**config.mk**
```make
export PLATFORM = sky130hd
export DESIGN_NAME = bt_timer
export DESIGN_NICKNAME = d
export VERILOG_FILES = /design/src/hdl/bt_pkg.sv /design/src/hdl/bt_timer.sv
export VERILOG_INCLUDE_DIRS = /design/src /design/src/hdl
export SDC_FILE = /design/constraint.sdc
export NUM_CORES = 1
export LEC_CHECK = 0
export BUFFER_PORTS_ARGS = -buffer_cell sky130_fd_sc_hd__buf_2
export CORE_MARGIN = 4
export CORE_UTILIZATION = 55
export CTS_CLUSTER_SIZE = 24
export DETAILED_ROUTE_END_ITERATION = 10
export HOLD_SLACK_MARGIN = 0.03
export PLACE_DENSITY = 0.76
export SYNTH_ARGS = -nofsm -noshare
export SYNTH_HDL_FRONTEND = slang
export SYNTH_SLANG_ARGS = --single-unit
```
**constraint.sdc**
```tcl
create_clock -name clk_i -period 4.3 [get_ports clk_i]
set_clock_uncertainty 0.05 [all_clocks]
set_input_delay 0.43 -clock clk_i [delete_from_list [all_inputs] [get_ports clk_i]]
set_output_delay 0.43 -clock clk_i [all_outputs]
set_load 0.03 [all_outputs]
```
**src/hdl/bt_map.svh**
```systemverilog
// register offsets, field positions, reset values and counts of the basic timer
`ifndef BT_MAP_SVH
`define BT_MAP_SVH
// ----------------------------------------------------------------
// register byte offsets
// ----------------------------------------------------------------
`define BT_OFF_RELOAD 8'h00
`define BT_OFF_COUNT 8'h04
`define BT_OFF_TRIG_FLT 8'h0c
`define BT_OFF_CTRL 8'h10
`define BT_OFF_IRQ_EN 8'h14
`define BT_OFF_IRQ_FLAGS 8'h18
`define BT_OFF_IRQ_CLR 8'h1c
`define BT_OFF_DMA_EN 8'h20
`define BT_OFF_DIVIDER 8'h24
// ----------------------------------------------------------------
// reset values
// ----------------------------------------------------------------
`define BT_RST_RELOAD 16'hffff
`define BT_RST_COUNT 16'h0000
`define BT_RST_DIVIDER 16'h0000
`define BT_RST_CLR_READ 3'h7
// ----------------------------------------------------------------
// field positions
// ----------------------------------------------------------------
`define BT_FLT_LSB 4
`define BT_FLT_MSB 6
`define BT_CTRL_EN 0
`define BT_CTRL_MODE_LSB 1
`define BT_CTRL_MODE_MSB 2
`define BT_CTRL_SRC 3
`define BT_CTRL_POL 4
`define BT_CTRL_ONESHOT 5
`define BT_FLAG_WRAP 0
`define BT_FLAG_TRIG 1
`define BT_FLAG_TOP 2
`define BT_DMA_WRAP 0
`define BT_DMA_START 1
// ----------------------------------------------------------------
// filter sample counts and sample dividers
// ----------------------------------------------------------------
`define BT_FLT_N2 3'h2
`define BT_FLT_N4 3'h4
`define BT_FLT_N6 3'h6
`define BT_FLT_DIV4_LAST 4'h3
`define BT_FLT_DIV4_MASK 4'h3
`define BT_FLT_DIV16_LAST 4'hf
`endif

```
**src/hdl/bt_pkg.sv**
```systemverilog
// types shared by the basic timer register bank
package bt_pkg;
   // counting modes in field order
   typedef enum logic [1:0] {
      BT_MODE_TIMER,
      BT_MODE_COUNTER,
      BT_MODE_TRIG,
      BT_MODE_GATED
   } bt_mode_e;
   // trigger filter selection codes
   typedef logic [2:0] bt_flt_t;
endpackage

```
**src/hdl/bt_timer.sv**
```systemverilog
// basic 16-bit timer: apb registers, trigger filter, prescaler, counter, flags
//
// Contract
// - filter trigger pin needing N equal samples; 000 bypasses, 001 is clock, two
// - codes 001, 010, 011 sample every clock needing two, four, six samples
// - 100 samples clock/4 six; 110 clock/16 four; 111 clock/16 six; 101 undefined
// - clock counting divides by divider value plus one
// - trigger-source counting divides by divider value; software keeps it nonzero
// - writable 16-bit reload limit sets overflow point, resets to all ones
// - live 16-bit counter readable and writable, resets to zero
// - top overflow raises interrupt only while enable bit 2 set
// - trigger event raises interrupt only while enable bit 1 set
// - reload overflow raises interrupt only while enable bit 0 set
// - status bit 2 set on top overflow, held until cleared
// - status bit 1 set on trigger event
// - status bit 0 set on reload overflow
// - writing zero to clear bits clears flags; one does nothing; reads ones
// - dma enable bit 1 requests dma when trigger starts the counter
// - dma enable bit 0 requests dma on each reload overflow
// - mode 01 counts edges of selected trigger source instead of clock
//
// Added by the designer: the APB register port.
`timescale 1ns/1ps
`include "bt_map.svh"

module bt_timer
   import bt_pkg::*;
(
   // clock and reset
   input wire logic clk_i,
   input wire logic rst_i,
   // apb slave
   input wire logic psel_i,
   input wire logic penable_i,
   input wire logic pwrite_i,
   input wire logic [7:0] paddr_i,
   input wire logic [31:0] pwdata_i,
   output logic [31:0] prdata_o,
   output logic pready_o,
   output logic pslverr_o,
   // trigger inputs
   input wire logic ext_trigger_i,
   input wire logic int_trigger_i,
   // requests
   output logic irq_o,
   output logic dma_trigger_o,
   output logic dma_overflow_o
);

   // ----------------------------------------------------------------
   // registers
   // ----------------------------------------------------------------
   logic [15:0] reload_limit_q;
   logic [15:0] counter_value_q;
   logic [15:0] divider_value_q;
   logic [15:0] div_cnt_q;
   bt_flt_t trigger_filter_select_q;
   logic [5:0] ctrl_q;
   logic [2:0] irq_en_q;
   logic [2:0] flags_q;
   logic [1:0] dma_en_q;
   logic started_q;
   logic trig_prev_q;
   logic pin_s1_q;
   logic pin_s2_q;
   logic flt_cand_q;
   logic [2:0] flt_run_q;
   logic flt_level_q;
   logic [3:0] smp_div_q;

   // ----------------------------------------------------------------
   // apb decode
   // ----------------------------------------------------------------
   logic setup;
   logic wr_acc;
   logic sel_reload;
   logic sel_count;
   logic sel_flt;
   logic sel_ctrl;
   logic sel_ien;
   logic sel_flags;
   logic sel_clr;
   logic sel_dma;
   logic sel_div;
   logic mapped;
   logic [31:0] rd_data;

   // address match, access phase write strobe
   assign setup = psel_i & ~penable_i;
   assign wr_acc = psel_i & penable_i & pready_o & pwrite_i;
   assign sel_reload = paddr_i == `BT_OFF_RELOAD;
   assign sel_count = paddr_i == `BT_OFF_COUNT;
   assign sel_flt = paddr_i == `BT_OFF_TRIG_FLT;
   assign sel_ctrl = paddr_i == `BT_OFF_CTRL;
   assign sel_ien = paddr_i == `BT_OFF_IRQ_EN;
   assign sel_flags = paddr_i == `BT_OFF_IRQ_FLAGS;
   assign sel_clr = paddr_i == `BT_OFF_IRQ_CLR;
   assign sel_dma = paddr_i == `BT_OFF_DMA_EN;
   assign sel_div = paddr_i == `BT_OFF_DIVIDER;
   assign mapped = sel_reload | sel_count | sel_flt | sel_ctrl | sel_ien
      | sel_flags | sel_clr | sel_dma | sel_div;

   // read mux, unused bits read zero
   assign rd_data =
      sel_reload ? {16'h0000, reload_limit_q} :
      sel_count ? {16'h0000, counter_value_q} :
      sel_flt ? {25'h0, trigger_filter_select_q, 4'h0} :
      sel_ctrl ? {26'h0, ctrl_q} :
      sel_ien ? {29'h0, irq_en_q} :
      sel_flags ? {29'h0, flags_q} :
      sel_clr ? {29'h0, `BT_RST_CLR_READ} :
      sel_dma ? {30'h0, dma_en_q} :
      sel_div ? {16'h0000, divider_value_q} :
      32'h00000000;

   // answer registered in setup, zero wait states
   always_ff @(posedge clk_i or posedge rst_i) begin
      if (rst_i) begin
         pready_o <= 1'b0;
         pslverr_o <= 1'b0;
         prdata_o <= 32'h00000000;
      end else begin
         pready_o <= setup;
         pslverr_o <= setup & ~mapped;
         prdata_o <= (setup & ~pwrite_i) ? rd_data : 32'h00000000;
      end
   end

   // ----------------------------------------------------------------
   // control fields
   // ----------------------------------------------------------------
   bt_mode_e mode;
   logic en;
   logic pol;
   logic oneshot;

   assign mode = bt_mode_e'(ctrl_q[`BT_CTRL_MODE_MSB:`BT_CTRL_MODE_LSB]);
   assign en = ctrl_q[`BT_CTRL_EN];
   assign pol = ctrl_q[`BT_CTRL_POL];
   assign oneshot = ctrl_q[`BT_CTRL_ONESHOT];

   // ----------------------------------------------------------------
   // trigger pin synchroniser and filter
   // ----------------------------------------------------------------
   logic smp_en;
   logic [2:0] need_n;
   logic bypass;
   logic same;
   logic [2:0] run_d;
   logic cand_d;

   // sample rate from filter code, 101 treated as bypass
   assign bypass = (trigger_filter_select_q == 3'h0)
      | (trigger_filter_select_q == 3'h5);
   assign smp_en = ~trigger_filter_select_q[2] ? 1'b1 :
      trigger_filter_select_q[1] ? (smp_div_q == `BT_FLT_DIV16_LAST) :
      ((smp_div_q & `BT_FLT_DIV4_MASK) == `BT_FLT_DIV4_LAST);
   assign need_n =
      (trigger_filter_select_q == 3'h1) ? `BT_FLT_N2 :
      (trigger_filter_select_q == 3'h2) ? `BT_FLT_N4 :
      (trigger_filter_select_q == 3'h6) ? `BT_FLT_N4 :
      `BT_FLT_N6;
   assign same = pin_s2_q == flt_cand_q;
   assign cand_d = pin_s2_q;
   assign run_d = same ? ((flt_run_q == `BT_FLT_N6) ? flt_run_q : flt_run_q + 3'h1)
      : 3'h1;

   // two flops, then equal-sample counter
   always_ff @(posedge clk_i or posedge rst_i) begin
      if (rst_i) begin
         pin_s1_q <= 1'b0;
         pin_s2_q <= 1'b0;
         smp_div_q <= 4'h0;
         flt_cand_q <= 1'b0;
         flt_run_q <= 3'h0;
         flt_level_q <= 1'b0;
      end else begin
         pin_s1_q <= ext_trigger_i;
         pin_s2_q <= pin_s1_q;
         smp_div_q <= smp_div_q + 4'h1;
         if (bypass) begin
            flt_level_q <= pin_s2_q;
            flt_cand_q <= pin_s2_q;
            flt_run_q <= 3'h1;
         end else if (smp_en) begin
            flt_cand_q <= cand_d;
            flt_run_q <= run_d;
            if (run_d >= need_n) begin
               flt_level_q <= cand_d;
            end
         end
      end
   end

   // ----------------------------------------------------------------
   // trigger edge, gate, start
   // ----------------------------------------------------------------
   logic trig_lvl;
   logic trig_edge;
   logic gate_on;
   logic trig_evt;
   logic start_evt;
   logic running;

   assign trig_lvl = (ctrl_q[`BT_CTRL_SRC] ? int_trigger_i : flt_level_q) ^ pol;
   assign trig_edge = trig_lvl & ~trig_prev_q;
   assign gate_on = flt_level_q ^ pol;
   assign trig_evt = en & trig_edge;
   assign start_evt = trig_evt & (mode == BT_MODE_TRIG) & ~started_q;
   assign running = en & ((mode == BT_MODE_TIMER) | (mode == BT_MODE_COUNTER)
      | ((mode == BT_MODE_TRIG) & started_q) | ((mode == BT_MODE_GATED) & gate_on));

   // ----------------------------------------------------------------
   // prescaler and counter
   // ----------------------------------------------------------------
   logic src_tick;
   logic [15:0] div_lim;
   logic div_hit;
   logic cnt_tick;
   logic wrap_evt;
   logic top_evt;
   logic [15:0] cnt_d;

   // counter mode ticks on source edges, others on every clock
   always_comb begin
      unique case (mode)
         BT_MODE_COUNTER: src_tick = trig_edge;
         BT_MODE_TIMER,
         BT_MODE_TRIG,
         BT_MODE_GATED: src_tick = 1'b1;
      endcase
   end
   assign div_lim = (mode == BT_MODE_COUNTER)
      ? ((divider_value_q == 16'h0000) ? 16'h0000 : divider_value_q - 16'h0001)
      : divider_value_q;
   assign div_hit = src_tick & (div_cnt_q == div_lim);
   assign cnt_tick = running & div_hit;
   assign wrap_evt = cnt_tick & (counter_value_q == reload_limit_q);
   assign top_evt = cnt_tick & (counter_value_q == 16'hffff);
   assign cnt_d = (wr_acc & sel_count) ? pwdata_i[15:0] :
      wrap_evt ? 16'h0000 :
      cnt_tick ? counter_value_q + 16'h0001 : counter_value_q;

   // divider count, counter and start state
   always_ff @(posedge clk_i or posedge rst_i) begin
      if (rst_i) begin
         div_cnt_q <= 16'h0000;
         counter_value_q <= `BT_RST_COUNT;
         started_q <= 1'b0;
         trig_prev_q <= 1'b0;
      end else begin
         trig_prev_q <= trig_lvl;
         counter_value_q <= cnt_d;
         if (!running) begin
            div_cnt_q <= 16'h0000;
         end else if (src_tick) begin
            div_cnt_q <= div_hit ? 16'h0000 : div_cnt_q + 16'h0001;
         end
         if (!en || (wrap_evt && oneshot)) begin
            started_q <= 1'b0;
         end else if (start_evt) begin
            started_q <= 1'b1;
         end
      end
   end

   // ----------------------------------------------------------------
   // software registers
   // ----------------------------------------------------------------
   logic [2:0] flag_set;
   logic [2:0] flag_clr;

   assign flag_set = {top_evt, trig_evt, wrap_evt};
   assign flag_clr = (wr_acc & sel_clr) ? ~pwdata_i[2:0] : 3'h0;

   always_ff @(posedge clk_i or posedge rst_i) begin
      if (rst_i) begin
         reload_limit_q <= `BT_RST_RELOAD;
         divider_value_q <= `BT_RST_DIVIDER;
         trigger_filter_select_q <= 3'h0;
         ctrl_q <= 6'h00;
         irq_en_q <= 3'h0;
         dma_en_q <= 2'h0;
         flags_q <= 3'h0;
      end else begin
         if (wr_acc && sel_reload) begin
            reload_limit_q <= pwdata_i[15:0];
         end
         if (wr_acc && sel_div) begin
            divider_value_q <= pwdata_i[15:0];
         end
         if (wr_acc && sel_flt) begin
            trigger_filter_select_q <= pwdata_i[`BT_FLT_MSB:`BT_FLT_LSB];
         end
         if (wr_acc && sel_ctrl) begin
            ctrl_q <= pwdata_i[5:0];
         end else if (wrap_evt && oneshot) begin
            ctrl_q[`BT_CTRL_EN] <= 1'b0;
         end
         if (wr_acc && sel_ien) begin
            irq_en_q <= pwdata_i[2:0];
         end
         if (wr_acc && sel_dma) begin
            dma_en_q <= pwdata_i[1:0];
         end
         flags_q <= (flags_q & ~flag_clr) | flag_set;
      end
   end

   // ----------------------------------------------------------------
   // interrupt and dma requests
   // ----------------------------------------------------------------
   logic irq_d;

   assign irq_d = |(flags_q & irq_en_q);

   always_ff @(posedge clk_i or posedge rst_i) begin
      if (rst_i) begin
         irq_o <= 1'b0;
         dma_trigger_o <= 1'b0;
         dma_overflow_o <= 1'b0;
      end else begin
         irq_o <= irq_d;
         dma_trigger_o <= start_evt & dma_en_q[`BT_DMA_START];
         dma_overflow_o <= wrap_evt & dma_en_q[`BT_DMA_WRAP];
      end
   end
endmodule

```
==> results.json <==
{
  "grt_pass1_wl_mm": 29.9,
  "clk_pin_slew_ps": 60,
  "crit_fanout": 11,
  "fin_nets": 792,
  "synth_area_leader_cell": "dfrtp_1",
  "cellPowerDensity_nw_per_um2": 344,
  "final_cell_mix": "99 x dfrtp_1, 63 x nor2_1, 51 x mux2_2, 51 x buf_2, 46 x nand2_1",
  "status": "complete, no violations",
  "die_area_um2": 14200,
  "internal_power_mw": 2.06,
  "cts_made_buffers": 17,
  "synth_seq_cells": 115,
  "cp-start-kind": "register",
  "critical_path_buf_inv_count": 0,
  "regArea_um2": 2900,
  "async_flop_share_pct": 100,
  "met1_length_mm": 8.17,
  "synth_compound_area_share_pct": 16.1,
  "final-max-slew-violation-count": 0,
  "die_w_um": 119,
  "grt_antenna_before_repair": 0,
  "wl_met3_mm": 1.48,
  "wl_met2_mm": 8.36,
  "cts_root_buf": "clkbuf_16",
  "htreeDepth": 4,
  "synth_warnings": 0,
  "place_hpwl_mm": 13.1,
  "grt_pass1_vias": 5758,
  "ctsHoldBuffers": 1,
  "hold_viol_final": 0,
  "p_leak_nw": 3.57,
  "cp.required_ps": 4550,
  "synth_adder_area_share_pct": 1.47,
  "ys.flop_type": "dfrtp_1",
  "synth_edf_count": 0,
  "pwr-share-clk_pct": 53.7,
  "area_growth_pct": 14.8,
  "pin_count": 84,
  "ys_types": 77,
  "grt_setup_unrepaired": "false",
  "wl_mm": 18.4,
  "p_comb_share_pct": 5.2,
  "synth-simple-area-share_pct": 20.6,
  "synth-seq-area-share_pct": 42.6,
  "relSlewSlack_pct": 36.9,
  "synth.top_cell.area_share_pct": 36.4,
  "fp-row-count": 40,
  "vdd_drop_max_uv": 379,
  "core_area_um2": 12100,
  "die_y_um": 119,
  "hp-class": "in -> reg",
  "p_switching_mw": 0.629,
  "avgSynthCellArea_um2": 9.90,
  "start_util_pct": 56.4,
  "tns_ps": 0,
  "setup_viol": 0,
  "cp_cell_sequence": "or4_4 > nor4_4 > xnor2_1 > or4bb_1 > o311ai_2 > nand4_4 > or2_1 > o311a_2 > a221o_1",
  "vias": 5779,
  "fin_crit_sh_pct": 90.8,
  "clock_latency_ps": 430,
  "ant_nets": 0,
  "cts_buffer_depth": 2,
  "crit_family": "simple AND/OR/NAND/NOR gates",
  "firstDrtPassIters": 6,
  "drive_above_1_share_pct": 25.5,
  "cts_tree": "yes",
  "ctsResizeCount": 0,
  "synthCells": 687,
  "drt-initial-drc-count": 590,
  "portBuffers": 51,
  "wl_per_cell_um": 20.0,
  "grt-ovfl-total": 0,
  "final_common_cell": "dfrtp_1",
  "synth_top_cells_by_area": "dfrtp_1 36%, mux2_2 8.4%, dfstp_2 6.2%, nor2_1 3.5%, xnor2_1 2.6%",
  "maxCapViolCount": 0,
  "finish.utilization_pct": 64.7,
  "swShare_pct": 23.4,
  "multiInputGateArea_um2": 3600,
  "fmax_mhz": 256,
  "fillers": 967,
  "place_congestion": 0.960,
  "synth_top_family_by_area": "simple AND/OR/NAND/NOR gates",
  "grt_max_degree": 50,
  "synthMuxAreaShare_pct": 8.88,
  "end_kind": "register",
  "viasPerCell": 6.30,
  "synth_xor_area_share_pct": 4.89,
  "clock-sinks": 115,
  "min_period_ps": 3900,
  "antenna_cells": 0,
  "arrival_ps": 4160,
  "worst_path_max_delay_cell": "or4_4",
  "grt_usage_pct": 26.7,
  "power.share.sequential_pct": 41.1,
  "worst_pin_slew_ps": 944,
  "post_cts_buffers": 0,
  "routed.top_layer": "met4",
  "drc": 0,
  "crit_path_max_incr_delay_ps": 640,
  "syn_area_um2": 6800,
  "worst-setup-path-type": "reg -> reg"
}
cells by family after synthesis:
family / after synthesis
muxes: 54
AOI/OAI and AO/OA: 138
DFF: 115
xor gates and xnor gates: 38
and+or+nand+nor: 258
other: 1
buffers and inverters: 75
adders and majority gates: 8
worst reg2reg max path, cell delays in order (launching register included):
cell and delay [ps]:
dfrtp_1 550, or4_4 640, nor4_4 290, xnor2_1 220, or4bb_1 530, o311ai_2 110, nand4_4 180, or2_1 460
o311a_2 480, a221o_1 270
synth_stat cells (all sizes together), types with 12 or more instances:
master	n
nor4	16
or3	14
nand2	46
xnor2	20
buf	28
a21oi	15
nor3	24
mux2	51
a222oi	12
clkbuf	27
inv	20
and3	15
dfstp	16
nand3	16
o21ai	22
nor2	63
dfrtp	99
a221o	14
xor2	18
final cells by class:
class	instances	share of cell area, %
multi-input combinational	512	46.1
inverter	20	0.993
timing repair buffer	71	5.38
clock buffer	19	5.67
sequential	115	37.1
tap	168	2.69
clock inverter	13	2.03
state kept, by name (all words and copies together), names as in the netlist, 2 cells and up:
| register | flops |
|---|---|
| counter_value_q | 16 |
| div_cnt_q | 16 |
| divider_value_q | 16 |
| prdata_o | 16 |
| reload_limit_q | 16 |
| ctrl_q | 6 |
| smp_div_q | 4 |
| flags_q | 3 |
| flt_run_q | 3 |
| irq_en_q | 3 |
| trigger_filter_select_q | 3 |
| dma_en_q | 2 |
final timing paths:
check	start	to	slack (ps)	cells after the start
setup / recovery	divider_value_q[4]	counter_value_q[11]	400	9
hold / removal	ext_trigger_i	pin_s1_q	60	1
setup reg to reg	divider_value_q[4]	counter_value_q[11]	400	9
hold reg to reg	pin_s1_q	cand_d	300	0
max in group asynchronous	rst_i	prdata_o[9]	2810	4
min in group asynchronous	rst_i	div_cnt_q[5]	460	3
power groups by stage:
stage	clock [mW]	sequential, mW	combinational [mW]
final	1.44	1.10	0.139
after global routing	1.52	1.10	0.153
after CTS	1.45	1.10	0.139
after detailed placement	0	1.12	0.138
after global placement	0	1.12	0.135
after floorplan	0	1.12	0.0994
through the flow:
stage	worst slack, ps	power (mW)	hold WS (ps)	instances	area, um^2
after floorplan	625	1.22	281	702	6860
after global placement	501	1.26	284	885	7200
after detailed placement	427	1.26	289	885	7200
after CTS	407	2.70	48.3	918	7810
after global routing	232	2.77	50.8	918	7810
final	396	2.69	61.4	918	7810
per-layer routing:
metal / vias up / track usage, %
met1: 2859 / 37.7
li1: 2634 / -
met4: 0 / 10.2
met2: 259 / 39.7
met3: 27 / 6.41
met5: - / 0
No activity file was read; power rests on OpenSTA's default activity.
